[config.mk]
export PLATFORM = sky130hd
export DESIGN_NAME = rsi_top
export DESIGN_NICKNAME = d
export VERILOG_FILES = /design/src/inc/rsi_pkg.sv /design/src/hw/rsi_reset_arbiter.sv /design/src/hw/rsi_top.sv
export SDC_FILE = /design/constraint.sdc
export NUM_CORES = 1
export LEC_CHECK = 0
export BUFFER_PORTS_ARGS = -buffer_cell sky130_fd_sc_hd__buf_2
export CAP_MARGIN = 20
export CORE_MARGIN = 10
export CORE_UTILIZATION = 30
export CTS_CLUSTER_SIZE = 20
export DETAILED_ROUTE_END_ITERATION = 12
export SKIP_LAST_GASP = 1
export SYNTH_ARGS = -nofsm -noshare
export SYNTH_HDL_FRONTEND = slang
export SYNTH_SLANG_ARGS = --single-unit
[constraint.sdc]
create_clock -name clock -period 7.94 [get_ports clock]
set_clock_uncertainty 0.05 [all_clocks]
set_input_delay 1.588 -clock clock [delete_from_list [all_inputs] [get_ports clock]]
set_output_delay 1.588 -clock clock [all_outputs]
set_load 0.005 [all_outputs]
[src/inc/rsi_pkg.sv]
package rsi_pkg;

    // Clock and reset hold timing
    localparam int unsigned CLK_HZ   = 50_000_000;
    localparam int unsigned HOLD_NS  = 1000;
    localparam int unsigned HOLD_CYC = (HOLD_NS * (CLK_HZ / 1_000_000) + 999) / 1000;
    localparam int unsigned HOLD_W   = 8;
    localparam logic [HOLD_W-1:0] HOLD_LAST = HOLD_W'(HOLD_CYC - 1);

    localparam logic [11:0] RESTART_ADDR = 12'hfff;

    // Register indices; byte address is four times the index
    localparam int unsigned IDX_W = 6;
    localparam logic [5:0] IDX_REAL_TIME_COUNT     = 6'h01;
    localparam logic [5:0] IDX_PROGRAM_COUNTER_LOW = 6'h02;
    localparam logic [5:0] IDX_STATUS_FLAGS        = 6'h03;
    localparam logic [5:0] IDX_FILE_SELECT_POINTER = 6'h04;
    localparam logic [5:0] IDX_WORKING             = 6'h05;
    localparam logic [5:0] IDX_OPTION              = 6'h06;
    localparam logic [5:0] IDX_MODE                = 6'h07;
    localparam logic [5:0] IDX_PORT_DIR            = 6'h08;
    localparam logic [5:0] IDX_PORT_DATA           = 6'h0d;
    localparam logic [5:0] IDX_COMPARATOR_CONTROL  = 6'h12;
    localparam logic [5:0] IDX_WAKEUP_PENDING      = 6'h13;
    localparam logic [5:0] IDX_WAKEUP_EDGE_SELECT  = 6'h14;
    localparam logic [5:0] IDX_WAKEUP_ENABLE       = 6'h15;
    localparam logic [5:0] IDX_SCHMITT_SELECT      = 6'h16;
    localparam logic [5:0] IDX_INPUT_LEVEL_SELECT  = 6'h1a;
    localparam logic [5:0] IDX_PULLUP_ENABLE       = 6'h1f;
    localparam logic [5:0] IDX_WATCHDOG_COUNT      = 6'h24;
    localparam logic [5:0] IDX_TIMER1              = 6'h25;
    localparam logic [5:0] IDX_TIMER2              = 6'h2c;
    localparam logic [5:0] IDX_CORE_LAST           = 6'h32;
    localparam logic [5:0] IDX_RESET_CAUSE         = 6'h38;
    localparam logic [5:0] IDX_CAUSE_MASK          = 6'h39;
    localparam logic [5:0] IDX_EXTENDED_FUSE_WORD  = 6'h3a;
    localparam logic [5:0] IDX_RESET_STATE         = 6'h3b;
    localparam int unsigned NUM_CORE = 51;
    localparam logic [5:0] PORT_CNT    = 6'h05;
    localparam logic [5:0] SCHMITT_CNT = 6'h04;

    // Timer byte layout within each timer block
    localparam logic [5:0] TIMER_BYTES = 6'h07;
    localparam logic [5:0] TMR_CNT_LO  = 6'h00;
    localparam logic [5:0] TMR_CTL     = 6'h06;

    // Init values
    localparam logic [7:0] ALL_ONES     = 8'hff;
    localparam logic [7:0] ALL_ZERO     = 8'h00;
    localparam logic [7:0] MODE_INIT    = 8'h1f;
    localparam logic [7:0] PC_INIT      = 8'hff;
    localparam logic [7:0] TMR_CNT_INIT = 8'h01;
    localparam logic [7:0] STATUS_MASK  = 8'he0;
    localparam logic [7:0] FSR_MASK     = 8'h80;
    localparam logic [7:0] FSR_INIT     = 8'h80;
    localparam logic [7:0] CMP_MASK     = 8'hc1;
    localparam logic [7:0] CMP_INIT     = 8'hc1;
    localparam int unsigned STATUS_TO_BIT = 4;
    localparam int unsigned STATUS_PD_BIT = 3;
    localparam int unsigned CMP_EN_BIT    = 7;
    localparam int unsigned CMP_RES_BIT   = 0;

    // Extended fuse word and reset state fields
    localparam logic [7:0] FUSE_RESET = 8'h00;
    localparam logic [7:0] FUSE_MASK  = 8'h03;
    localparam int unsigned RST_KIND_LSB = 0;
    localparam int unsigned RST_PD_BIT   = 3;
    localparam int unsigned RST_LIVE_BIT = 4;

    // Brown-out level select encodings and supply monitor bits
    localparam logic [1:0] BOR_2V2 = 2'b00;
    localparam logic [1:0] BOR_2V4 = 2'b01;
    localparam int unsigned SUP_2V2 = 0;
    localparam int unsigned SUP_2V4 = 1;
    localparam int unsigned SUP_4V1 = 2;

    typedef enum logic [2:0] {
        KIND_POWER_ON = 3'b000,
        KIND_WAKEUP   = 3'b001,
        KIND_BROWNOUT = 3'b010,
        KIND_WATCHDOG = 3'b011,
        KIND_EXTERNAL = 3'b100
    } rsi_kind_t;

    localparam int unsigned CAUSE_W = 5;
    localparam logic [4:0] CAUSE_POR_INIT = 5'h01;

    function automatic logic in_range(logic [5:0] idx, logic [5:0] base, logic [5:0] cnt);
        return (idx >= base) && (idx < base + cnt);
    endfunction

    // Bits that every reset forces; others, apart from the status TO and PD bits, are kept, or cleared by power-on and brown-out
    function automatic logic [7:0] fixed_mask(logic [5:0] idx);
        logic [7:0] m;
        m = ALL_ONES;
        if (idx == IDX_STATUS_FLAGS)
            m = STATUS_MASK;
        else if (idx == IDX_FILE_SELECT_POINTER)
            m = FSR_MASK;
        else if (idx == IDX_COMPARATOR_CONTROL)
            m = CMP_MASK;
        else if (idx == IDX_REAL_TIME_COUNT || idx == IDX_WORKING ||
                 idx == IDX_WAKEUP_PENDING || idx == IDX_WATCHDOG_COUNT ||
                 in_range(idx, IDX_PORT_DATA, PORT_CNT))
            m = ALL_ZERO;
        return m;
    endfunction

    function automatic logic [7:0] fixed_value(logic [5:0] idx);
        logic [7:0] v;
        v = ALL_ONES;
        if (idx == IDX_MODE)
            v = MODE_INIT;
        else if (idx == IDX_STATUS_FLAGS)
            v = ALL_ZERO;
        else if (idx == IDX_FILE_SELECT_POINTER)
            v = FSR_INIT;
        else if (idx == IDX_COMPARATOR_CONTROL)
            v = CMP_INIT;
        else if (in_range(idx, IDX_TIMER1, TIMER_BYTES))
            v = (idx - IDX_TIMER1 == TMR_CNT_LO) ? TMR_CNT_INIT : ALL_ZERO;
        else if (in_range(idx, IDX_TIMER2, TIMER_BYTES))
            v = (idx - IDX_TIMER2 == TMR_CNT_LO) ? TMR_CNT_INIT : ALL_ZERO;
        return v;
    endfunction

endpackage
[src/hw/rsi_reset_arbiter.sv]
`timescale 1ns/1ps
module rsi_reset_arbiter (
    input  wire logic              clock,                 // Core clock
    input  wire logic              rst_n,                 // Power-on reset
    input  wire logic [1:0]        brownout_level_select, // Threshold choice
    input  wire logic [2:0]        supply_below,          // Supply under 2.2/2.4/4.1 V
    input  wire logic              external_reset_pin_n,  // Reset pin level
    input  wire logic              wakeup_event,          // Wakeup request
    input  wire logic              watchdog_timeout,      // Watchdog expiry
    input  wire logic              core_sleeping,         // Core in power-down
    output rsi_pkg::rsi_kind_t     reset_kind,            // Latest reset type
    output logic                   reset_in_powerdown,    // Sleep at reset entry
    output logic                   core_reset,            // Internal reset
    output logic [4:0]             cause_event            // One-hot kind pulse
);
    typedef enum logic {
        ST_RUN  = 1'b0,
        ST_HOLD = 1'b1
    } rsi_arb_state_t;

    rsi_arb_state_t            state;
    logic [rsi_pkg::HOLD_W-1:0] hold_count;
    logic                      brownout_active;
    logic                      level_req;
    logic                      any_req;
    rsi_pkg::rsi_kind_t        pick;
    logic                      take;

    function automatic logic [2:0] rank(rsi_pkg::rsi_kind_t k);
        case (k)
            rsi_pkg::KIND_POWER_ON: return 3'h4;
            rsi_pkg::KIND_BROWNOUT: return 3'h3;
            rsi_pkg::KIND_EXTERNAL: return 3'h2;
            rsi_pkg::KIND_WATCHDOG: return 3'h1;
            default:                return 3'h0;
        endcase
    endfunction

    always_comb begin
        case (brownout_level_select)
            rsi_pkg::BOR_2V2: brownout_active = supply_below[rsi_pkg::SUP_2V2];
            rsi_pkg::BOR_2V4: brownout_active = supply_below[rsi_pkg::SUP_2V4];
            default:          brownout_active = supply_below[rsi_pkg::SUP_4V1];
        endcase
    end

    assign level_req = brownout_active | ~external_reset_pin_n;
    assign any_req   = level_req | wakeup_event | watchdog_timeout;

    always_comb begin
        if (brownout_active)
            pick = rsi_pkg::KIND_BROWNOUT;
        else if (!external_reset_pin_n)
            pick = rsi_pkg::KIND_EXTERNAL;
        else if (watchdog_timeout)
            pick = rsi_pkg::KIND_WATCHDOG;
        else
            pick = rsi_pkg::KIND_WAKEUP;
    end

    assign take = any_req && (state == ST_RUN || rank(pick) > rank(reset_kind));

    always_ff @(posedge clock) begin
        if (!rst_n) begin
            state <= ST_HOLD;
        end else begin
            case (state)
                ST_RUN: begin
                    if (any_req)
                        state <= ST_HOLD;
                end
                ST_HOLD: begin
                    if (!any_req && hold_count == rsi_pkg::HOLD_LAST)
                        state <= ST_RUN;
                end
                default: state <= ST_RUN;
            endcase
        end
    end

    // Hold time restarts while any source is still present
    always_ff @(posedge clock) begin
        if (!rst_n || any_req)
            hold_count <= '0;
        else if (state == ST_HOLD && hold_count != rsi_pkg::HOLD_LAST)
            hold_count <= hold_count + 1'b1;
    end

    always_ff @(posedge clock) begin
        if (!rst_n) begin
            reset_kind         <= rsi_pkg::KIND_POWER_ON;
            reset_in_powerdown <= 1'b0;
        end else if (take) begin
            reset_kind <= pick;
            if (state == ST_RUN)
                reset_in_powerdown <= core_sleeping;
        end
    end

    always_ff @(posedge clock) begin
        if (!rst_n)
            cause_event <= '0;
        else
            cause_event <= take ? 5'(1 << pick) : 5'h00;
    end

    assign core_reset = (state == ST_HOLD);
endmodule

[src/hw/rsi_top.sv]
`timescale 1ns/1ps
module rsi_top (
    input  wire logic        clock,                 // Core clock, 50 MHz
    input  wire logic        rst_n,                 // Power-on reset, active low
    input  wire logic        psel,                  // APB select
    input  wire logic        penable,               // APB enable
    input  wire logic        pwrite,                // APB write
    input  wire logic [7:0]  paddr,                 // APB byte address
    input  wire logic [31:0] pwdata,                // APB write data
    input  wire logic [3:0]  pstrb,                 // APB byte strobes
    output logic      [31:0] prdata,                // APB read data
    output logic             pready,                // APB ready
    output logic             pslverr,               // APB error
    input  wire logic [2:0]  supply_below,          // Supply monitor outputs
    input  wire logic        external_reset_pin_n,  // Reset pin
    input  wire logic        wakeup_event,          // Wakeup request
    input  wire logic        watchdog_timeout,      // Watchdog expiry
    input  wire logic        core_sleeping,         // Core in power-down
    input  wire logic        comparator_result,     // Comparator output
    output logic             core_reset,            // Internal reset
    output logic      [11:0] restart_address,       // Fetch address after reset
    output logic      [1:0]  brownout_level_select, // Selected threshold
    output logic             irq                    // Reset-cause interrupt
);
    logic [7:0]              core_reg [0:rsi_pkg::NUM_CORE-1];
    logic [7:0]              extended_fuse_word;
    logic [4:0]              reset_cause;
    logic [4:0]              cause_mask;
    logic [4:0]              cause_event;
    rsi_pkg::rsi_kind_t      reset_kind;
    logic                    reset_in_powerdown;
    logic [5:0]              idx;
    logic                    core_hit;
    logic                    ctl_hit;
    logic                    mapped;
    logic                    setup;
    logic                    access;
    logic                    wr_fire;
    logic [7:0]              next_rdata;
    logic [7:0]              cmp_view;

    rsi_reset_arbiter u_arbiter (
        .clock                 (clock),
        .rst_n                 (rst_n),
        .brownout_level_select (brownout_level_select),
        .supply_below          (supply_below),
        .external_reset_pin_n  (external_reset_pin_n),
        .wakeup_event          (wakeup_event),
        .watchdog_timeout      (watchdog_timeout),
        .core_sleeping         (core_sleeping),
        .reset_kind            (reset_kind),
        .reset_in_powerdown    (reset_in_powerdown),
        .core_reset            (core_reset),
        .cause_event           (cause_event)
    );

    // Per-register load for the current reset type
    function automatic logic [7:0] reset_value(logic [5:0] ridx, logic [7:0] old,
                                              rsi_pkg::rsi_kind_t kind, logic pd);
        logic [7:0] m;
        logic [7:0] base;
        logic [7:0] r;
        logic [1:0] topd;
        m    = rsi_pkg::fixed_mask(ridx);
        base = (kind == rsi_pkg::KIND_POWER_ON || kind == rsi_pkg::KIND_BROWNOUT) ?
               rsi_pkg::ALL_ZERO : old;
        r    = (base & ~m) | (rsi_pkg::fixed_value(ridx) & m);
        if (ridx == rsi_pkg::IDX_STATUS_FLAGS) begin
            topd = {old[rsi_pkg::STATUS_TO_BIT], old[rsi_pkg::STATUS_PD_BIT]};
            case (kind)
                rsi_pkg::KIND_POWER_ON: topd = 2'b11;
                rsi_pkg::KIND_BROWNOUT: topd = 2'b11;
                rsi_pkg::KIND_WATCHDOG: topd = pd ? 2'b00 : 2'b01;
                rsi_pkg::KIND_EXTERNAL: topd = pd ? 2'b10 : topd;
                default:                topd = topd;
            endcase
            r[rsi_pkg::STATUS_TO_BIT] = topd[1];
            r[rsi_pkg::STATUS_PD_BIT] = topd[0];
        end
        return r;
    endfunction

    assign idx      = paddr[7:2];
    assign core_hit = (idx >= rsi_pkg::IDX_REAL_TIME_COUNT) && (idx <= rsi_pkg::IDX_CORE_LAST);
    assign ctl_hit  = (idx >= rsi_pkg::IDX_RESET_CAUSE) && (idx <= rsi_pkg::IDX_RESET_STATE);
    assign mapped   = core_hit | ctl_hit;
    assign setup    = psel & ~penable;
    assign access   = psel & penable;
    assign wr_fire  = access & pwrite & mapped & pstrb[0];
    assign pready   = 1'b1;
    assign pslverr  = access & ~mapped;

    // Core register file; index 0 is unused
    generate
        for (genvar i = 0; i < rsi_pkg::NUM_CORE; i++) begin : g_core
            localparam logic [5:0] RIDX = 6'(i);
            localparam logic [7:0] COLD = reset_value(RIDX, rsi_pkg::ALL_ZERO,
                                                      rsi_pkg::KIND_POWER_ON, 1'b0);
            always_ff @(posedge clock) begin
                if (!rst_n)
                    core_reg[i] <= COLD;
                else if (core_reset)
                    core_reg[i] <= reset_value(RIDX, core_reg[i], reset_kind,
                                               reset_in_powerdown);
                else if (wr_fire && core_hit && idx == RIDX)
                    core_reg[i] <= pwdata[7:0];
            end
        end
    endgenerate

    // Extended fuse word steers the brown-out threshold
    always_ff @(posedge clock) begin
        if (!rst_n)
            extended_fuse_word <= rsi_pkg::FUSE_RESET;
        else if (wr_fire && idx == rsi_pkg::IDX_EXTENDED_FUSE_WORD)
            extended_fuse_word <= pwdata[7:0] & rsi_pkg::FUSE_MASK;
    end

    assign brownout_level_select = extended_fuse_word[1:0];

    // Sticky reset causes, write one to clear; new events win
    always_ff @(posedge clock) begin
        if (!rst_n)
            reset_cause <= rsi_pkg::CAUSE_POR_INIT;
        else if (wr_fire && idx == rsi_pkg::IDX_RESET_CAUSE)
            reset_cause <= (reset_cause & ~pwdata[4:0]) | cause_event;
        else
            reset_cause <= reset_cause | cause_event;
    end

    always_ff @(posedge clock) begin
        if (!rst_n)
            cause_mask <= '0;
        else if (wr_fire && idx == rsi_pkg::IDX_CAUSE_MASK)
            cause_mask <= pwdata[4:0];
    end

    always_ff @(posedge clock) begin
        if (!rst_n)
            irq <= 1'b0;
        else
            irq <= |(reset_cause & cause_mask);
    end

    // Live result replaces the stored bit only while the comparator is disabled
    always_comb begin
        cmp_view = core_reg[rsi_pkg::IDX_COMPARATOR_CONTROL];
        if (!cmp_view[rsi_pkg::CMP_EN_BIT])
            cmp_view[rsi_pkg::CMP_RES_BIT] = comparator_result;
    end

    always_comb begin
        next_rdata = rsi_pkg::ALL_ZERO;
        if (core_hit) begin
            if (idx == rsi_pkg::IDX_COMPARATOR_CONTROL)
                next_rdata = cmp_view;
            else
                next_rdata = core_reg[idx];
        end else if (idx == rsi_pkg::IDX_RESET_CAUSE) begin
            next_rdata = {3'h0, reset_cause};
        end else if (idx == rsi_pkg::IDX_CAUSE_MASK) begin
            next_rdata = {3'h0, cause_mask};
        end else if (idx == rsi_pkg::IDX_EXTENDED_FUSE_WORD) begin
            next_rdata = extended_fuse_word;
        end else if (idx == rsi_pkg::IDX_RESET_STATE) begin
            next_rdata[rsi_pkg::RST_KIND_LSB +: 3] = reset_kind;
            next_rdata[rsi_pkg::RST_PD_BIT]        = reset_in_powerdown;
            next_rdata[rsi_pkg::RST_LIVE_BIT]      = core_reset;
        end
    end

    // Read data captured in the setup cycle
    always_ff @(posedge clock) begin
        if (!rst_n)
            prdata <= '0;
        else if (setup && !pwrite)
            prdata <= {24'h000000, next_rdata};
    end

    always_ff @(posedge clock) begin
        if (!rst_n)
            restart_address <= rsi_pkg::RESTART_ADDR;
        else if (core_reset)
            restart_address <= rsi_pkg::RESTART_ADDR;
        else if (wr_fire && idx == rsi_pkg::IDX_PROGRAM_COUNTER_LOW)
            restart_address <= {rsi_pkg::RESTART_ADDR[11:8], pwdata[7:0]};
    end
endmodule

==> impl_metrics.toml, run 1 <==
[status]
outcome = "finished clean"

[detailed_routing]
via_per_inst = 5.13
drc = 0
dr_total_vias = 13800
avgRoutedWirePerCell_um = 22.2
postRouteAntennaNets = 0
dr.first_iter.drc_count = 1302
drt-total-wl_um = 59800
first_pass_iters = 5

[cts]
postCtsHoldBufs = 0
cts.sinks = 455
post-cts-setup-buffer-count = 0
cts_resized = 0
path_clk_slew_ns = 0.06
numCtsBuffers = 49
cts-root-buf = "clkbuf_16"
htree_levels = 2
clk_latency_ns = 0.60
cts_tree = "yes"
cts_buffer_depth = 3

[floorplan]
core_area_um2 = 72700
chipHeight_um = 290
start_util_pct = 30.1
ios = 107
die-area_um2 = 84200
rows = 99
dieWidth_um = 290

[power]
ir_worst_vdd_mv = 0.136
power_density_nw_per_um2 = 220
p_leak_uw = 0.00830
p_total_uw = 5400

[timing]
fin_setup_tns_ns = 0
setup_ws_ns = 2.75
setup_violations = 0
rsz0062_at_grt = "no"
post-route-period-util_pct = 65.4
clock.fmax_mhz = 193
tightest_slew_ns = 1.21
timing.hold.ws_ns = 0.368
relSlewSlack_pct = 19.5
period_minus_slack_ns = 5.19
final-max-slew-violation-count = 0
hold_viol = 0

[worst_setup_path]
crit_fanout = 66
reg2reg_from = "u_arbiter.core_reset$_SDFF_PN1_"
worstPathRequired_ns = 6.30
cp_slowest_cell = "buf_4"
end_kind = "output port"
criticalPathCategory = "input pin to output port"
path_cells = "buf_8, buf_4, a211oi_1, o22a_4, nor2_1, buf_2"
worstPathArrival_ns = 3.56
critPathMaxStageDelay_ns = 0.61
crit_path_start = "paddr[2]"
worstSetupStartpointType = "input pin"
critPathTopFamily = "buffers and inverters"
crit_buf_inv = 3

[grt]
grt_usage_pct = 13.7
grt_first_pass_wirelength_um = 89000
grt_overflow = 0
antenna_found_initial = 3
grt_pass1_vias = 13800
grt_start_max_net_pins = 69

[finish]
drive_above_1_share_pct = 15.9
area_delta_synth_final_pct = 11.9
layout_common_cells = "edfxtp_1, and2_1, or3_1, mux2i_1, buf_2"
fill_cells = 7033
final_common_cell = "edfxtp_1"
largest_reg_flops = 408
nets = 1764
utilization_pct = 33.7

[logic_synthesis]
synthFlopType = "edfxtp_1"
synthCells = 1687
synth_cell_types = 81
async_reset_ff_share_pct = 0
syn-cell-area_um2 = 21900
ys_warn_count = 0
synth_edf_count = 408
yosysSeqAreaShare_pct = 60.2
synth-seq-cells = 455
avgSynthCellArea_um2 = 13.0

[flow_run]
maxCapViolCount = 0

[placed_design]
io_buffers = 48
hpwlAfterDp_um = 37900
place_ws_ns = 2.59
place.gp.congestion = 0.849

[hold_path]
min_from = "u_arbiter.cause_event[0]$_SDFF_PP0_"
min_path_type = "flip-flop to flip-flop"
## report_power, final
group	internal, uW	switching (uW)
sequential	2710	48.4
combinational	143	277
clock	1280	935
total	4140	1260
## final timing paths
check,to,slack [ns],cells after the start
worst max-delay path,pslverr,2.75,6
worst min-delay path,reset_cause[0]$_SDFF_PN1_,0.37,1
worst min register to register,reset_cause[0]$_SDFF_PN1_,0.37,1
worst max register to register,core_reg[22][1]$_SDFFCE_PN1P_,4.34,6
## metal layers
metal / up-vias / track usage (%) / share of wire (%)
met1: 6986 / 18.1 / 42
met5: - / 0 / 0.065
met4: 6 / 4.27 / 2.3
met2: 506 / 22.4 / 48
li1: 6247 / - / -
met3: 95 / 2.62 / 7.3
## cell families (layout without fill, tap and decap cells)
group | Yosys count | count (layout) | synth area share [%]
XOR/XNOR | 7 | 7 | 0.280
AND/OR/NAND/NOR | 653 | 653 | 17.9
AO/OA/AOI/OAI | 199 | 199 | 6.16
other | 2 | 40 | 0.0343
buffers and inverters | 189 | 202 | 4.48
flip-flops | 455 | 455 | 60.2
multiplexers | 177 | 177 | 10.7
adder cells (fa/ha/maj) | 5 | 5 | 0.286
## final cells by class
class / instances / area (um2) / area share, %
inverters: 9 / 33.8 / 0.138
repair buffers: 107 / 666 / 2.72
clock inverters: 22 / 180 / 0.735
diodes: 1 / 2.50 / 0.0102
well taps: 959 / 1200 / 4.90
multi-input cells: 1080 / 7890 / 32.2
flip-flops and latches: 455 / 13200 / 53.8
clock buffers: 64 / 1350 / 5.49
## synth_stat cells (7+ instances only)
master,n,area share [%]
a211oi_1,9,0.31
a21oi_1,20,0.46
a22o_1,7,0.28
a22oi_1,37,1.3
and2_1,208,5.9
and3_1,11,0.31
buf_2,17,0.39
buf_4,49,1.7
buf_6,9,0.46
clkbuf_1,102,1.7
dfxtp_1,47,4.3
edfxtp_1,408,56
inv_1,8,0.14
mux2i_1,126,5.8
mux4_2,45,4.6
nand2_1,61,1.0
nand2b_1,30,0.86
nand3_1,37,0.85
nand4_1,11,0.31
nor2_1,51,0.87
nor2b_1,10,0.29
o21a_1,10,0.34
o21ai_0,49,1.1
o21ai_1,14,0.32
or2_2,20,0.57
or3_1,161,4.6
## worst reg2reg max path, delay by kind of cell (launching register included)
family | cells | cell delay [ns]
DFF | 1 | 0.48
buffers and inverters | 1 | 0.12
and+or+nand+nor | 5 | 2.62
## per-stage QoR
stage | area (um2) | instances
floorplan | 22000 | 1724
global placement | 22800 | 2579
detailed placement | 22800 | 2587
CTS | 24400 | 2673
global route | 24500 | 2696
finish | 24500 | 2697
No activity file was read; power rests on OpenSTA's default activity.
==> run 2, diff against run 1 <==
==> constraint.sdc (replaced) <==
create_clock -name clock -period 5.35 [get_ports clock]
set_clock_uncertainty 0.05 [all_clocks]
set_input_delay 1.07 -clock clock [delete_from_list [all_inputs] [get_ports clock]]
set_output_delay 1.07 -clock clock [all_outputs]
set_load 0.005 [all_outputs]
==> run 2 against run 1 <==
Compared with the run above:
- total power up 52%
- die area did not move
- core utilization rose by 0.37 points
- first-iteration DRC count up 9.4%
- clock power rose by 55%
- register-to-register slack worse by 2.5 ns
- largest cell class unchanged
==> impl_metrics.toml, run 2 (synthesis results as in run 1) <==
[status]
outcome = "finished clean"

[worst_setup_path]
worstSetupStartpointType = "input pin"
worstPathArrival_ns = 2.93
rr_worst_depth = 5
crit_fanout = 46
crit_top_cell = "buf_4"
end_kind = "output port"
worstPathRequired_ns = 4.23
critPathMaxStageDelay_ns = 0.56
rrSetupSlack_ns = 1.81
path_cells = "buf_4, buf_4, a211oi_1, o22a_4, nor2_1, buf_2"
reg2reg_from = "u_arbiter.core_reset$_SDFF_PN1_"
cp_slowest_cell = "buf_4"
criticalPathCategory = "input pin to output port"
r2r_end = "core_reg[37][3]$_SDFFCE_PN0P_"

[cts]
path_clk_slew_ns = 0.06
numCtsBuffers = 49
htree_levels = 2
clk_latency_ns = 0.59
cts_buffer_depth = 3
cts_tree = "yes"
cts_resized = 0
cts.sinks = 455
postCtsHoldBufs = 0
post-cts-setup-buffer-count = 0
cts-root-buf = "clkbuf_16"

[flow_run]
maxCapViolCount = 0

[timing]
clock.fmax_mhz = 247
fin_setup_tns_ns = 0
setup_violations = 0
relSlewSlack_pct = 26.6
post-route-period-util_pct = 75.8
rsz0062_at_grt = "no"
final-max-slew-violation-count = 0
period_minus_slack_ns = 4.05
tightest_slew_ns = 1.07
hold_viol = 0

[detailed_routing]
dr.first_iter.drc_count = 1425
dr_total_vias = 13900
via_per_inst = 5.12
drt-total-wl_um = 61100
avgRoutedWirePerCell_um = 22.5
first_pass_iters = 5
drc = 0
postRouteAntennaNets = 0

[power]
p_total_uw = 8190
p_leak_uw = 0.00847
ir_worst_vdd_mv = 0.209
power_density_nw_per_um2 = 331

[floorplan]
start_util_pct = 30.1
dieWidth_um = 290
die-area_um2 = 84200
ios = 107
core_area_um2 = 72700
chipHeight_um = 290
rows = 99

[finish]
fill_cells = 7018
nets = 1779
area_delta_synth_final_pct = 13.1
final_common_cell = "edfxtp_1"
multi_input_area_um2 = 7890
largest_reg_flops = 408
drive_above_1_share_pct = 17.1
n_antenna_cell = 0
layout_common_cells = "edfxtp_1, and2_1, or3_1, mux2i_1, buf_4"
seqCellArea_um2 = 13200

[placed_design]
hpwlAfterDp_um = 39600
io_buffers = 48
place.gp.congestion = 0.863

[hold_path]
hold_depth = 1
min_path_type = "flip-flop to flip-flop"
min_from = "u_arbiter.cause_event[0]$_SDFF_PP0_"
whs_endpoint = "reset_cause[0]$_SDFF_PN1_"

[grt]
grt_overflow = 0
antenna_found_initial = 8
grt_first_pass_wirelength_um = 91700
grt_start_max_net_pins = 90
grt_pass1_vias = 14300
grt_usage_pct = 14.1
run 2: through the flow:
| stage | cell area (um2) | utilization (%) | std cells | setup WS, ns | hold WS (ns) |
|---|---|---|---|---|---|
| 2_1_floorplan | 22000 | - | 1724 | 2.02 | 0.340 |
| 3_3_place_gp | 23100 | 31.7 | 2616 | 1.21 | 0.345 |
| 3_5_place_dp | 23100 | 31.7 | 2617 | 1.17 | 0.361 |
| 4_1_cts | 24700 | 34.0 | 2709 | 1.35 | 0.379 |
| 5_1_grt | 24800 | 34.1 | 2717 | 1.20 | 0.398 |
| 6_report | 24800 | 34.1 | 2717 | 1.30 | 0.374 |
run 2: worst max path at each step:
stage                  start                endpoint  slack (ns)  cells after the start
global placement    paddr[2]  prdata[5]$_SDFFE_PN0P_        1.21                      7
global route        paddr[3]                 pslverr        1.20                      6
floorplan           paddr[4]                 pslverr        2.02                      5
finish              paddr[3]                 pslverr        1.30                      6
detailed placement  paddr[2]  prdata[7]$_SDFFE_PN0P_        1.17                      7
CTS                 paddr[3]                 pslverr        1.35                      6
run 2: critical path: cells and delay by family:
kind | cells | cell delay, ns
buffers and inverters | 3 | 1.16
AOI/OAI and AO/OA | 2 | 0.47
and+or+nand+nor | 1 | 0.13
run 2: cell type report:
type | count | share of cell area [%]
multi-input combinational | 1080 | 31.8
clock buffer | 63 | 5.63
sequential | 455 | 53.2
timing repair buffer | 122 | 3.32
inverter | 9 | 0.136
tap | 959 | 4.84
clock inverter | 29 | 0.985
run 2: power by group:
| part | total, uW | switching [uW] | internal (uW) |
|---|---|---|---|
| Sequential | 4100 | 69.4 | 4030 |
| Combinational | 643 | 422 | 222 |
| Clock | 3450 | 1420 | 2030 |
run 2: routing by layer:
metal	up-vias	GRT usage, %	wire length (um)
met5	-	0	86
met4	14	4.53	1840
met3	118	3.55	4810
met2	543	23.6	29600
met1	6952	17.5	24800
li1	6291	-	-
==> run 3, diff against run 2 <==
==> constraint.sdc (replaced) <==
create_clock -name clock -period 3.3 [get_ports clock]
set_clock_uncertainty 0.05 [all_clocks]
set_input_delay 0.66 -clock clock [delete_from_list [all_inputs] [get_ports clock]]
set_output_delay 0.66 -clock clock [all_outputs]
set_load 0.005 [all_outputs]
==> run 3 against run 2 <==
Compared with the run above:
- global-route usage about the same
- combinational power rose by 68%
- register-to-register slack worse by 1.2 ns
- clock-buffer cell count unchanged
- cell area increased by 1.7%
- setup slack got worse by 0.88 ns
- sequential power is 62% higher
- die area stayed put
- core utilization up 0.58 points
==> impl_metrics.toml, run 3 (synthesis results as in run 1) <==
[finish]
drive_above_1_share_pct = 19.5
fill_cells = 6991
nets = 1837
final_common_cell = "edfxtp_1"
area_delta_synth_final_pct = 15.0
largest_reg_flops = 408
layout_common_cells = "edfxtp_1, and2_1, or3_1, mux2i_1, buf_4"
fin_area_um2 = 25200
fin_cells = 2771

[worst_setup_path]
r2r_end = "core_reg[46][2]$_SDFFCE_PN0P_"
worstSetupStartpointType = "input pin"
criticalPathCategory = "input pin to output port"
crit_path_start = "paddr[3]"
worstPathRequired_ns = 2.59
rrSetupSlack_ns = 0.63
worstPathArrival_ns = 2.18
reg2reg_from = "u_arbiter.core_reset$_SDFF_PN1_"
rr_worst_depth = 6
end_kind = "output port"
crit_fanout = 8

[cts]
path_clk_slew_ns = 0.06
post-cts-setup-buffer-count = 0
clk_latency_ns = 0.59
cts_resized = 0
cts.sinks = 455
postCtsHoldBufs = 0
cts-root-buf = "clkbuf_16"
cts_tree = "yes"
htree_levels = 2
numCtsBuffers = 47
cts_buffer_depth = 3

[detailed_routing]
avgRoutedWirePerCell_um = 22.1
drt-total-wl_um = 61300
via_per_inst = 5.12
postRouteAntennaNets = 0
drc = 0
dr.first_iter.drc_count = 1140
dr_total_vias = 14200
first_pass_iters = 5

[placed_design]
io_buffers = 48
dpl_cell_area_um2 = 23600
dp_cells = 2682
hpwlAfterDp_um = 41600
place.gp.congestion = 0.877

[grt]
grt_first_pass_wirelength_um = 91400
grt_overflow = 0
grt_start_max_net_pins = 54
grt_pass1_vias = 14300
grt_usage_pct = 14.1
antenna_found_initial = 4

[timing]
period_minus_slack_ns = 2.89
rsz0062_at_grt = "no"
setup_violations = 0
clock.fmax_mhz = 346
final-max-slew-violation-count = 0
hold_viol = 0
timing.hold.ws_ns = 0.246
tightest_slew_ns = 1.13
relSlewSlack_pct = 24.9
post-route-period-util_pct = 87.5
fin_setup_tns_ns = 0

[hold_path]
whs_endpoint = "u_arbiter.cause_event[1]$_SDFF_PP0_"
hold_depth = 2
min_from = "watchdog_timeout"
min_path_type = "input pin to flip-flop"

[power]
p_leak_uw = 0.00870
p_total_uw = 13100
ir_worst_vdd_mv = 0.317
power_density_nw_per_um2 = 520

[flow_run]
maxCapViolCount = 0

[floorplan]
dieWidth_um = 290
rows = 99
core_area_um2 = 72700
chipHeight_um = 290
start_util_pct = 30.1
die-area_um2 = 84200
ios = 107

[status]
outcome = "finished clean"
==> run 3: cell count changes in the layout (fill, tap and decap cells not counted), sizes merged <==
cell          change
dlymetal6s2s      -1
buf              +62
diode             +1
clkbuf            -1
inv               -2
clkinvlp          +2
bufinv            +1
clkinv            -8
==> run 3: where the power goes <==
group / internal, uW / total [uW] / switching [uW]
combinational: 395 / 1080 / 681
clock: 3170 / 5390 / 2220
sequential: 6530 / 6650 / 116
==> run 3: how the worst max path moves through the flow <==
stage                                               end  slack, ns  cells after the start
after floorplan           core_reg[43][0]$_SDFFCE_PN0P_       0.50                      6
after global placement    core_reg[38][4]$_SDFFCE_PN0P_       0.23                      5
after detailed placement  core_reg[38][1]$_SDFFCE_PN0P_       0.22                      5
after CTS                                       pslverr       0.43                      6
after global routing                            pslverr       0.38                      6
final                                           pslverr       0.41                      6
==> run 3: worst max-delay path, cell delays in order <==
cell and delay [ns]:
buf_4 0.17, or4_4 0.64, o22a_4 0.28, buf_4 0.16
nor2_1 0.12, buf_2 0.13
==> run 3: per-stage QoR <==
stage | setup WS, ns | util (%)
after floorplan | 0.499 | -
after global placement | 0.227 | 32.4
after detailed placement | 0.222 | 32.5
after CTS | 0.429 | 34.6
after global routing | 0.378 | 34.7
final | 0.411 | 34.7
==> run 3: routing by layer <==
layer  routed length, um  GRT usage (%)  share of wire (%)
met5                  49              0              0.080
met4                1670           4.45                2.7
met3                4380           3.50                7.1
met2               30100           23.9                 49
met1               25100           17.4                 41
==> run 3: area by class of cell <==
type,instances,area (um2),share of cell area [%]
Antenna cell,1,2.50,0.00993
Clock buffer,63,1310,5.19
Clock inverter,22,239,0.948
Inverter,9,33.8,0.134
Multi-Input combinational cell,1080,7890,31.3
Sequential cell,455,13200,52.3
Tap cell,959,1200,4.76
Timing Repair Buffer,182,1340,5.31
